<file path="config.mk">
export PLATFORM = sky130hd
export DESIGN_NAME = ehcp_port
export DESIGN_NICKNAME = d
export VERILOG_FILES = /design/src/core/ehcp_pkg.sv /design/src/core/ehcp_port.sv /design/src/core/ehcp_evq.sv
export VERILOG_INCLUDE_DIRS = /design/src /design/src/core
export SDC_FILE = /design/constraint.sdc
export NUM_CORES = 2
export LEC_CHECK = 0
export BUFFER_PORTS_ARGS = -buffer_cell sky130_fd_sc_hd__buf_2
export CAP_MARGIN = 10
export CORE_MARGIN = 5
export CORE_UTILIZATION = 57
export CTS_BUF_LIST = sky130_fd_sc_hd__clkbuf_4 sky130_fd_sc_hd__clkbuf_8 sky130_fd_sc_hd__clkbuf_16
export DETAILED_ROUTE_END_ITERATION = 6
export PLACE_DENSITY = 0.73
export REMOVE_ABC_BUFFERS = 1
export SETUP_SLACK_MARGIN = 0.4
export SLEW_MARGIN = 20
export SYNTH_ARGS = -nofsm -noshare
export SYNTH_HDL_FRONTEND = slang
export SYNTH_SLANG_ARGS = --single-unit
</file>
<file path="constraint.sdc">
create_clock -name i_ref_clk -period 6.2 [get_ports i_ref_clk]
set_input_delay 0.93 -clock i_ref_clk [delete_from_list [all_inputs] [get_ports i_ref_clk]]
set_output_delay 0.93 -clock i_ref_clk [all_outputs]
set_load 0.05 [all_outputs]
</file>
<file path="src/core/ehcp_map.svh">
// constant map of the host command port: byte codes, timings, sizes
// assumes one 40 MHz clock; included by the port module and the bench
//
// Summary of operation
// RULE_01: query loads one byte naming the cause of the pending event
// RULE_02: set event flag first, then pulse interrupt, then await query
// RULE_03: zero is returned only for a spurious query; causes are nonzero
// RULE_04: host queries only after seeing interrupt with event flag set
// RULE_05: smbus completion, error and alarm use one notify code
// RULE_06: commands tracked per environment; events routed per environment
// RULE_07: pending notifications are queued while commands are serviced
// RULE_08: event flag set only when an event for that side was detected
// RULE_09: management side has own flag and own query, served apart
// RULE_10: notifications enter output buffer only after a query command
// RULE_11: os interrupt is a pulse on a dedicated output
// RULE_12: host treats the interrupt as an edge event
// RULE_13: pulse on input empty, output full and event flag set
// RULE_14: read: irq on command consumed, none on address, irq on result
// RULE_15: write: irq after consuming command, address and data bytes
// RULE_16: query: no irq on command, irq when value loaded
// RULE_17: burst enter: no irq on command, irq when acknowledge loaded
// RULE_18: burst exit: irq once the command byte is consumed
// RULE_19: host owns the port before any exchange
// RULE_20: each transaction opens with a command byte then data bytes
// RULE_21: input full set within one microsecond of a host write
// RULE_22: input full clears on consume; output full set on load
// RULE_23: codes read 80, write 81, burst on 82, off 83, query 84
// RULE_24: command port write latches byte, sets input full and cmd flag
// RULE_25: burst entry sets burst flag, loads 90, sets output full, irq
// RULE_26: host data read returns output register, clears output full
// RULE_27: interrupt pulse lasts a parameterised number of cycles
// RULE_28: events queued, one per query; empty queue answers zero
`ifndef EHCP_MAP_SVH
`define EHCP_MAP_SVH
`define EHCP_CMD_READ     8'h80
`define EHCP_CMD_WRITE    8'h81
`define EHCP_CMD_BURST_ON 8'h82
`define EHCP_CMD_BURST_OF 8'h83
`define EHCP_CMD_QUERY    8'h84
`define EHCP_CMD_MQUERY   8'h85
`define EHCP_BURST_ACK    8'h90
`define EHCP_SPURIOUS     8'h00
`define EHCP_SMB_CODE     8'h01
`define EHCP_ENV_OS       1'b0
`define EHCP_ENV_MGMT     1'b1
`define EHCP_CLK_NS       25
`define EHCP_IBF_MAX_NS   1000
`define EHCP_IBF_MAX_CYC  (`EHCP_IBF_MAX_NS / `EHCP_CLK_NS)
`define EHCP_IRQ_CYC      4
`define EHCP_QDEPTH       8
`define EHCP_ADDR_W       8
`endif

</file>
<file path="src/core/ehcp_pkg.sv">
// types shared by the host command port, its host model and its bench
// assumes ehcp_map.svh holds every numeric constant
package ehcp_pkg;
   // command sequencer states
   typedef enum logic [1:0] {
      ST_IDLE    = 2'b00,
      ST_RD_ADDR = 2'b01,
      ST_WR_ADDR = 2'b10,
      ST_WR_DATA = 2'b11
   } ehcp_state_t;

   // decoded command byte
   typedef enum logic [2:0] {
      OP_NONE     = 3'b000,
      OP_READ     = 3'b001,
      OP_WRITE    = 3'b010,
      OP_BURST_ON = 3'b011,
      OP_BURST_OF = 3'b100,
      OP_QUERY    = 3'b101,
      OP_MQUERY   = 3'b110
   } ehcp_op_t;

   // six status flags as the host sees them
   typedef struct packed {
      logic burst;
      logic mgmt_evt;
      logic os_evt;
      logic cmd;
      logic output_full_flag;
      logic input_full_flag;
   } ehcp_status_t;

   // event report from the controller core
   typedef struct packed {
      logic       vld;
      logic [7:0] code;
   } ehcp_evt_t;
endpackage : ehcp_pkg

</file>
<file path="src/core/ehcp_port.sv">
// host command and notification port of the embedded controller
// assumes host strobes are one-cycle pulses synchronous to i_ref_clk
`timescale 1ns/100ps
`include "ehcp_map.svh"
module ehcp_port #(
   parameter int unsigned AW    = `EHCP_ADDR_W,
   parameter int unsigned QD    = `EHCP_QDEPTH,
   parameter int unsigned PULSE = `EHCP_IRQ_CYC,
   parameter logic [7:0]  SMB   = `EHCP_SMB_CODE
) (
   input  wire logic                i_ref_clk,
   input  wire logic                i_rst_n,
   input  wire logic                i_host_wr,
   input  wire logic                i_host_cmd_port,
   input  wire logic                i_host_env,
   input  wire logic [7:0]          i_host_wdata,
   input  wire logic                i_host_rd,
   input  wire ehcp_pkg::ehcp_evt_t i_os_evt,
   input  wire ehcp_pkg::ehcp_evt_t i_mgmt_evt,
   input  wire logic                i_smb_evt,
   output ehcp_pkg::ehcp_status_t   o_status,
   output logic [7:0]               o_rdata,
   output logic                     o_os_irq,
   output logic                     o_mgmt_irq,
   output logic [1:0]               o_evt_ready
);
   import ehcp_pkg::*;

   localparam int IBF_LIM = `EHCP_IBF_MAX_CYC;
   localparam int CNTW    = $clog2(PULSE + 1);

   logic              ibf_r;
   logic              obf_r;
   logic              cmd_r;
   logic              burst_r;
   logic              burst_nxt;
   logic              benv_r;
   logic              env_r;
   logic              env_nxt;
   logic [7:0]        ibuf_r;
   logic [AW-1:0]     waddr_r;
   logic [7:0]        mem_r [2**AW];
   ehcp_state_t       st_r;
   ehcp_state_t       st_nxt;
   ehcp_op_t          op;
   logic              ibf_irq;
   logic              irq_env;
   logic              ld;
   logic              ld_env;
   logic [7:0]        ld_val;
   logic              wr_mem;
   logic              smb_pend_r;
   logic [1:0]        push;
   logic [1:0]        pop;
   logic [1:0]        q_empty;
   logic [1:0]        q_ready;
   logic [1:0]        flag_q_r;
   logic [1:0]        trig;
   logic [1:0]        irq_r;
   logic [7:0]        q_din  [2];
   logic [7:0]        q_dout [2];
   logic [CNTW-1:0]   pcnt_r [2];
   ehcp_evt_t         evt    [2];

   // command byte decode [RULE_23]
   function automatic ehcp_op_t cmd_op(input logic [7:0] b);
      case (b)
         `EHCP_CMD_READ:     cmd_op = OP_READ;
         `EHCP_CMD_WRITE:    cmd_op = OP_WRITE;
         `EHCP_CMD_BURST_ON: cmd_op = OP_BURST_ON;
         `EHCP_CMD_BURST_OF: cmd_op = OP_BURST_OF;
         `EHCP_CMD_QUERY:    cmd_op = OP_QUERY;
         `EHCP_CMD_MQUERY:   cmd_op = OP_MQUERY;
         default:            cmd_op = OP_NONE;
      endcase
   endfunction : cmd_op

   assign op = cmd_op(ibuf_r);

   // host writes: latch byte, raise input full next edge [RULE_21]
   // a new byte wins over the consume of the old one
   always_ff @(posedge i_ref_clk or negedge i_rst_n) begin
      if (!i_rst_n) begin
         ibf_r  <= 1'b0;
         cmd_r  <= 1'b0;
         benv_r <= `EHCP_ENV_OS;
         ibuf_r <= '0;
      end else if (i_host_wr) begin
         ibf_r  <= 1'b1;                  // [RULE_24]
         cmd_r  <= i_host_cmd_port;       // [RULE_24]
         benv_r <= i_host_env;            // [RULE_06]
         ibuf_r <= i_host_wdata;
      end else if (ibf_r) begin
         ibf_r  <= 1'b0;                  // [RULE_22]
      end
   end

   // consume one input byte; every transaction opens with a command
   always_comb begin
      st_nxt    = st_r;
      env_nxt   = env_r;
      burst_nxt = burst_r;
      ibf_irq   = 1'b0;
      irq_env   = env_r;
      ld        = 1'b0;
      ld_env    = env_r;
      ld_val    = `EHCP_SPURIOUS;
      wr_mem    = 1'b0;
      pop       = 2'b00;
      if (ibf_r && cmd_r) begin           // [RULE_20]
         env_nxt = benv_r;
         irq_env = benv_r;
         ld_env  = benv_r;
         st_nxt  = ST_IDLE;
         case (op)
            OP_READ: begin
               st_nxt  = ST_RD_ADDR;
               ibf_irq = 1'b1;            // [RULE_14]
            end
            OP_WRITE: begin
               st_nxt  = ST_WR_ADDR;
               ibf_irq = 1'b1;            // [RULE_15]
            end
            OP_BURST_ON: begin
               burst_nxt = 1'b1;          // [RULE_25]
               ld        = 1'b1;          // [RULE_17]
               ld_val    = `EHCP_BURST_ACK;
            end
            OP_BURST_OF: begin
               burst_nxt = 1'b0;
               ibf_irq   = 1'b1;          // [RULE_18]
            end
            OP_QUERY: begin               // [RULE_16] [RULE_10]
               ld        = 1'b1;
               ld_env    = `EHCP_ENV_OS;
               pop[0]    = !q_empty[0];   // [RULE_28]
               if (!q_empty[0]) begin
                  ld_val = q_dout[0];     // [RULE_01]
               end
            end
            OP_MQUERY: begin              // [RULE_09]
               ld        = 1'b1;
               ld_env    = `EHCP_ENV_MGMT;
               pop[1]    = !q_empty[1];
               if (!q_empty[1]) begin
                  ld_val = q_dout[1];
               end
            end
            default: ;                    // unknown code is dropped
         endcase
      end else if (ibf_r) begin
         st_nxt = ST_IDLE;
         case (st_r)
            ST_RD_ADDR: begin             // no irq for the address
               ld     = 1'b1;             // [RULE_14]
               ld_val = mem_r[ibuf_r[AW-1:0]];
            end
            ST_WR_ADDR: begin
               st_nxt  = ST_WR_DATA;
               ibf_irq = 1'b1;            // [RULE_15]
            end
            ST_WR_DATA: begin
               ibf_irq = 1'b1;            // [RULE_15]
               wr_mem  = 1'b1;
            end
            default: ;                    // stray data byte ignored
         endcase
      end
   end

   // sequencer, owning environment and burst flag
   always_ff @(posedge i_ref_clk or negedge i_rst_n) begin
      if (!i_rst_n) begin
         st_r    <= ST_IDLE;
         env_r   <= `EHCP_ENV_OS;
         burst_r <= 1'b0;
      end else begin
         st_r    <= st_nxt;
         env_r   <= env_nxt;
         burst_r <= burst_nxt;
      end
   end

   // address byte of a write is held until its data byte arrives
   always_ff @(posedge i_ref_clk) begin
      if (ibf_r && !cmd_r && st_r == ST_WR_ADDR) begin
         waddr_r <= ibuf_r[AW-1:0];
      end
      if (wr_mem) begin
         mem_r[waddr_r] <= ibuf_r;
      end
   end

   // output buffer: load sets full, host read clears it [RULE_22]
   always_ff @(posedge i_ref_clk or negedge i_rst_n) begin
      if (!i_rst_n) begin
         obf_r   <= 1'b0;
         o_rdata <= '0;
      end else if (ld) begin
         obf_r   <= 1'b1;
         o_rdata <= ld_val;
      end else if (i_host_rd) begin
         obf_r   <= 1'b0;                 // [RULE_26]
      end
   end

   // event sources; zero codes are refused so zero stays spurious
   assign evt[0] = i_os_evt;
   assign evt[1] = i_mgmt_evt;

   // smbus notices wait one slot if an os event takes the queue
   always_ff @(posedge i_ref_clk or negedge i_rst_n) begin
      if (!i_rst_n) begin
         smb_pend_r <= 1'b0;
      end else if (i_smb_evt) begin
         smb_pend_r <= 1'b1;              // [RULE_05]
      end else if (push[0] && !(evt[0].vld && evt[0].code != '0)) begin
         smb_pend_r <= 1'b0;
      end
   end

   // per-environment queue, flag and interrupt pulse
   genvar e;
   generate
      for (e = 0; e < 2; e++) begin : g_env
         logic real_evt;
         assign real_evt = evt[e].vld && evt[e].code != '0; // [RULE_03]
         if (e == 0) begin : g_os
            assign push[e]  = (real_evt || smb_pend_r) && q_ready[e];
            assign q_din[e] = real_evt ? evt[e].code : SMB;
         end else begin : g_mg
            assign push[e]  = real_evt && q_ready[e];
            assign q_din[e] = evt[e].code;
         end

         // queue keeps notices while commands run [RULE_07]
         ehcp_evq #(.W(8), .DEPTH(QD)) u_q (
            .i_ref_clk (i_ref_clk),
            .i_rst_n   (i_rst_n),
            .i_push    (push[e]),
            .i_din     (q_din[e]),
            .i_pop     (pop[e]),
            .o_dout    (q_dout[e]),
            .o_empty   (q_empty[e]),
            .o_ready   (q_ready[e])
         );

         // flag rises first, the pulse follows one edge later [RULE_02]
         assign trig[e] = (ibf_irq && irq_env == 1'(e))
                       || (ld && ld_env == 1'(e))
                       || (!q_empty[e] && !flag_q_r[e]); // [RULE_13]

         // retrigger inside a pulse stretches it rather than adding edges
         always_ff @(posedge i_ref_clk or negedge i_rst_n) begin
            if (!i_rst_n) begin
               flag_q_r[e] <= 1'b0;
               pcnt_r[e]   <= '0;
               irq_r[e]    <= 1'b0;
            end else begin
               flag_q_r[e] <= !q_empty[e];
               if (trig[e]) begin
                  pcnt_r[e] <= CNTW'(PULSE);  // [RULE_27]
               end else if (pcnt_r[e] != '0) begin
                  pcnt_r[e] <= pcnt_r[e] - CNTW'(1);
               end
               irq_r[e] <= trig[e] || pcnt_r[e] > CNTW'(1); // [RULE_11]
            end
         end
      end
   endgenerate

   assign o_os_irq    = irq_r[0];
   assign o_mgmt_irq  = irq_r[1];
   assign o_evt_ready = q_ready;
   // flags only follow a detected event in their own queue [RULE_08]
   assign o_status = '{burst: burst_r, mgmt_evt: !q_empty[1],
                       os_evt: !q_empty[0], cmd: cmd_r,
                       output_full_flag: obf_r, input_full_flag: ibf_r};

   // length of the current os pulse, for checking only
   logic [7:0] hi_cnt_r;
   always_ff @(posedge i_ref_clk or negedge i_rst_n) begin
      if (!i_rst_n) begin
         hi_cnt_r <= '0;
      end else begin
         hi_cnt_r <= o_os_irq ? hi_cnt_r + 8'h01 : 8'h00;
      end
   end
endmodule : ehcp_port

</file>
<file path="src/core/ehcp_evq.sv">
// notification queue: one per environment, codes popped one per query
// assumes DEPTH is a power of two so the pointers wrap by themselves
`timescale 1ns/100ps
module ehcp_evq #(
   parameter int unsigned W     = 8,
   parameter int unsigned DEPTH = 8
) (
   input  wire logic         i_ref_clk,
   input  wire logic         i_rst_n,
   input  wire logic         i_push,
   input  wire logic [W-1:0] i_din,
   input  wire logic         i_pop,
   output logic      [W-1:0] o_dout,
   output logic              o_empty,
   output logic              o_ready
);
   localparam int PW = $clog2(DEPTH);
   localparam int CW = $clog2(DEPTH + 1);

   logic [W-1:0]  mem_r [DEPTH];
   logic [PW-1:0] wptr_r;
   logic [PW-1:0] rptr_r;
   logic [CW-1:0] cnt_r;
   logic [CW-1:0] cnt_nxt;
   logic          do_push;
   logic          do_pop;

   // a push into a full queue is dropped; o_ready warns the source
   assign do_push = i_push && o_ready;
   assign do_pop  = i_pop && !o_empty;
   assign o_dout  = mem_r[rptr_r];

   // occupancy count
   always_comb begin
      cnt_nxt = cnt_r;
      if (do_push && !do_pop) begin
         cnt_nxt = cnt_r + CW'(1);
      end else if (do_pop && !do_push) begin
         cnt_nxt = cnt_r - CW'(1);
      end
   end

   // storage has no reset; o_dout shows slot rptr_r, which holds a queued code whenever the queue is not empty
   always_ff @(posedge i_ref_clk) begin
      if (do_push) begin
         mem_r[wptr_r] <= i_din;
      end
   end

   // pointers, count and flags
   always_ff @(posedge i_ref_clk or negedge i_rst_n) begin
      if (!i_rst_n) begin
         wptr_r  <= '0;
         rptr_r  <= '0;
         cnt_r   <= '0;
         o_empty <= 1'b1;
         o_ready <= 1'b1;
      end else begin
         if (do_push) begin
            wptr_r <= wptr_r + PW'(1);
         end
         if (do_pop) begin
            rptr_r <= rptr_r + PW'(1);
         end
         cnt_r   <= cnt_nxt;
         o_empty <= (cnt_nxt == '0);
         o_ready <= (cnt_nxt != CW'(DEPTH));
      end
   end
endmodule : ehcp_evq

</file>
Yosys cells after proc, flatten, opt, wreduce, memory -nomap -nowiden. Memories as Yosys holds them, arrays and structs flattened. Index checks and enable logic that the tools add are counted.

Bits in writable memories: 2176. Bits in registers: 67. Output and inout bits: 18. Logic and storage cells: 165. Memories kept: 3.

Memory list: mem_r (words 256, bits a word 8, read ports 1, clocked after Yosys merged registers in 0, wr ports 1, RTL line ehcp_port.sv:42) `logic [7:0] mem_r [2**AW];`; g_env[0].u_q.mem_r (words 8, bits a word 8, read ports 1, clocked after Yosys merged registers in 0, wr ports 1, RTL line ehcp_evq.sv:20) `logic [W-1:0] mem_r [DEPTH];`; g_env[1].u_q.mem_r (words 8, bits a word 8, read ports 1, clocked after Yosys merged registers in 0, wr ports 1, RTL line ehcp_evq.sv:20).

Eq/ne operators: 17. Order comparisons: 2. $add $sub $neg: 10. Bitwise operators: 2. Mux-type cells: 49. Reduce and logical (&&, ||, !) cells: 55.

Operators with widths (count): $eq A8 B8 Y1 const B (6); $mux W8 (6); $mux W1 (26); $pmux W8 S3 (1); $logic_and A1 B1 Y1 (22); $pmux W3 S6 (1); $mux W4 (4); $reduce_bool A8 Y1 (2); $add A3 B1 Y3 const B (4); $mux W3 (4); $reduce_bool A2 Y1 (6); $logic_not A1 Y1 (10); $eq A3 B3 Y1 const B (3); $add A4 B1 Y4 const B (2); $logic_not A4 Y1 (2); $mux W2 (4); $ne A4 B4 Y1 const B (2); $sub A4 B1 Y4 const B (2); $logic_or A1 B1 Y1 (7); $eq A3 B2 Y1 const B (2); $gt A3 B1 Y1 const B (2); $reduce_bool A3 Y1 (2); $reduce_or A3 Y1 (2); $sub A3 B1 Y3 const B (2); 8 further kinds (11).

Logic depth before layout (Yosys ltp).
Depth in word-level cells: 10. Mapped depth: 13.

Cells and area by module. From an unflattened synthesis, not the netlist that was laid out.

Cells, all modules: 4169. Area, all modules: 88014.4 um^2.

By module, submodules not included: ehcp_port (area each 81657.1 um^2, times used 1, sequential area each 62615.1 um^2, cells each 3829); ehcp_evq (g_env[1].u_q) (area each 3185.6 um^2, times used 1, sequential area each 2224.6 um^2, cells each 169); ehcp_evq (g_env[0].u_q) (area each 3171.8 um^2, times used 1, sequential area each 2224.6 um^2, cells each 171).

Worst setup path after synthesis. Ideal clock, no wire load.

Path kind: reg-to-reg. Start: reg ibuf_r[1]. End: reg o_rdata[1]. Path buffers: 3. Cell stages (with the launch flop): 9. Period minus slack after synthesis: 5.856 ns. Setup slack: 0.344 ns. Setup time: 0.129 ns. Arrival: 5.727 ns. Cells stage by stage: dfrtp_1 buf_2 buf_4 clkbuf_1 mux4_2 mux4_2 a22oi_1 a31oi_1 a2111o_1.

Cells in the longest elaborated chain, start to end: 6.

RTL lines: start: declaration (RTL line ehcp_port.sv:40) `logic [7:0] ibuf_r;`; start signal: assignment (RTL line ehcp_port.sv:92) `ibuf_r <= i_host_wdata;`; branches (longest 6 deep; another with $mem_v2 Z256 W8); end signal: assignment (RTL line ehcp_port.sv:201) `o_rdata <= ld_val;`; end: declaration (RTL line ehcp_port.sv:22) `output logic [7:0] o_rdata,`.

Several ways; the timed one is not identified. A chain may end at the register's enable or synchronous reset.

Worst setup path after layout.
Start: reg ibuf_r[4]. End: reg o_rdata[1].

The elaborated chain is that of the path after synthesis.

==> run_results.csv <==
group,metric,value,unit
status,outcome,"completed",
worst_hold_path,hp-class,"in2async",
floorplanning,rows,143,
timing,skew,0.0475,ns
cts,cts_tree,"built",
routing,drt-initial-drc-count,6965,
timing,slew_violations,0,
setup_path,worstPathArrival,5.38,ns
cts,cts_buffer_depth,3,
setup_path,worstSetupStartpointType,"register",
pwr,p_leak,30.3,nW
global_routing,grt_overflow,0,
timing,hold_violations,0,
timing,setup_slack,1.56,ns
logic_synthesis,synth_enable_flop_cells,2184,
routing,ant_nets,0,
layout,drive_gt1_frac,0.250,
routing,detail_route.wl_per_cell,35.1,um
setup_path,crit_path_end_kind,"register",
placed_design,portBuffers,50,
timing,timing.fmax,0.215,GHz
setup_path,critPathSlowestCell,"o21ai_0",
routing,viasPerCell,6.87,
logic_synthesis,avgSynthCellArea,20.9,um2
floorplanning,die_h,402,um
timing,worst_pin_slew,1.25,ns
layout,syn_to_final_growth,11.1,%
cts,cts_hold_buf,0,
logic_synthesis,synth_common_cells,"edfxtp_1, mux4_2, nor2_1, nand2_1, clkbuf_1",
logic_synthesis,yosys.area.top_type,"edfxtp_1",
setup_path,crit_fanout,85,
setup_path,crit_buf_inv,1,
routing,vias,45000,
global_routing,grt_start_max_net_pins,179,
cts,cts.clk_slew.worst_paths,0.07,ns
logic_synthesis,seq_area_frac_synth,0.766,
setup_path,critPathKind,"reg2reg",
logic_synthesis,netlist_area,87500,um2
pwr,peakVddDrop,370,uV
routing,post-route-drc-count,0,
layout,nets,4379,
logic_synthesis,synth_top_area_share,0.749,
global_routing,grt_pass1_wl,328,mm
logic_synthesis,synth.distinct_cells,83,
floorplanning,die_area,161000,um2
floorplanning,core,152000,um2
cts,cts_made_buffers,212,
global_routing,antenna_found_initial,9,
routing,routed_wl,230,mm
logic_synthesis,ys_top_cells_by_area,"edfxtp_1, mux4_2, dfrtp_1",
cts,cts-root-buf,"clkbuf_16",
setup_path,cp_cell_sequence,"buf_4 -> or3b_2 -> o22ai_1 -> nor3_1 -> o21ai_0 -> a31oi_1 -> a2111o_1",
cts,htree_levels,4,
timing,rsz0062_at_grt,"false",
timing,period_share,0.749,
setup_path,cp_top_family,"compound AO/OA/AOI/OAI gates",
global_routing,grt_pass1_vias,43800,
placed_design,place.gp.congestion,0.978,
setup_path,required,6.94,ns
layout,final_util,0.639,
logic_synthesis,synth-seq-cells,2243,
floorplanning,initial_core_util,0.575,
logic_synthesis,async_reset_ff_frac,0.0263,
logic_synthesis,ys.flop_type,"edfxtp_1",
placed_design,dpl.hpwl,143,mm
timing,maxSlewHeadroom,0.164,
timing,setup_viol_count_final,0,
logic_synthesis,yosysMostFrequentCell,"edfxtp_1",
cts,cts.sinks,2243,
logic_synthesis,ys_warn_count,0,
setup_path,critPathMaxStageDelay,0.88,ns
cts,clk_latency,0.86,ns
logic_synthesis,netlist_instances,4196,
cts,post-cts-setup-buffers,0,
job,max-cap-violations,0,
cts,post_cts_resized,0,
timing,fin_crit,4.64,ns
global_routing,grtUsageTotal,0.285,
routing,first_pass_iters,6,
floorplanning,io_pins,51,
placed_design,post-place-ws,1.83,ns
floorplanning,fp.dieW,402,um
pwr,power_density,344,nW/um2
-- placed cells by master (no fill, tap or decap), types with 19 or more instances in the layout --
cell type / netlist / final
a21oi_1: 24 / 24
a22oi_1: 60 / 60
buf_2: 48 / 49
buf_4: 32 / 93
clkbuf_16: 0 / 216
clkbuf_4: 0 / 51
clkinv_1: 1 / 35
clkinv_2: 0 / 42
dfrtp_1: 55 / 47
edfxtp_1: 2184 / 2184
inv_1: 20 / 19
mux2i_1: 85 / 85
mux4_2: 545 / 545
nand2_1: 153 / 153
nand3_1: 38 / 37
nand4_1: 19 / 19
nor2_1: 332 / 327
nor3_1: 32 / 32
o21ai_0: 34 / 34
o22ai_1: 72 / 72
-- cell type report --
class                           instances  area (um2)
Tap cell                             2030        2540
Clock inverter                        116        1130
Sequential cell                      2243       67100
Clock buffer                          277        5930
Inverter                               22        85.1
Antenna cell                            6        15.0
Fill cell                            9800       55000
Timing Repair Buffer                  162        1330
Multi-Input combinational cell       1691       19100
-- report_power, final --
part           switching [mW]  internal [mW]
logic                    2.03           1.09
registers               0.272           17.1
clock network            5.62           7.35
total                    7.92           25.6
-- final timing paths --
path / start / end / slack (ns) / depth (start not counted)
worst max register to register: ibuf_r[4] / o_rdata[1] / 1.56 / 7
worst min-delay path: i_rst_n / o_os_irq / 0.21 / 1
worst min register to register: g_env[1].u_q.wptr_r[2] / g_env[1].u_q.wptr_r[2] / 0.49 / 1
worst max-delay path: ibuf_r[4] / o_rdata[1] / 1.56 / 7
max in group asynchronous: i_rst_n / ibuf_r[6] / 5.24 / 1
min in group i_ref_clk: i_smb_evt / smb_pend_r / 0.27 / 2
-- stage by stage --
| stage | instances | power (mW) | setup TNS (ns) | area (um2) | hold WS [ns] |
|---|---|---|---|---|---|
| floorplan | 3956 | 20.8 | -8002.61 | 86200 | 0.456 |
| global placement | 6146 | 20.7 | 0 | 90100 | 0.481 |
| detailed placement | 6147 | 20.8 | 0 | 90100 | 0.484 |
| CTS | 6540 | 33.5 | 0 | 97200 | 0.195 |
| global route | 6541 | 34.4 | 0 | 97200 | 0.240 |
| finish | 6547 | 33.5 | 0 | 97200 | 0.208 |
-- flip-flops by register name, indices dropped and copies added, names as in the netlist, 8 cells and up --
register,cells
g_env.u_q.cnt_r,8
g_env.u_q.mem_r,128
ibuf_r,8
mem_r,2048
o_rdata,8
waddr_r,8
-- routing by layer --
metal	up-vias	wire length, um	GRT usage
met5	-	136	0.00565
met4	4	12200	0.128
met3	618	30300	0.0838
met2	3240	105000	0.418
met1	23400	82000	0.403
li1	17700	-	-
-- kinds of logic after synthesis --
| logic type | share of synthesized area |
|---|---|
| AOI/OAI and AO/OA | 0.0254 |
| xor gates and xnor gates | 0.00180 |
| adders and majority gates | 0.00234 |
| buffers and inverters | 0.0164 |
| DFF | 0.766 |
| muxes | 0.152 |
| and+or+nand+nor | 0.0358 |
No activity file was read; power rests on OpenSTA's default activity.
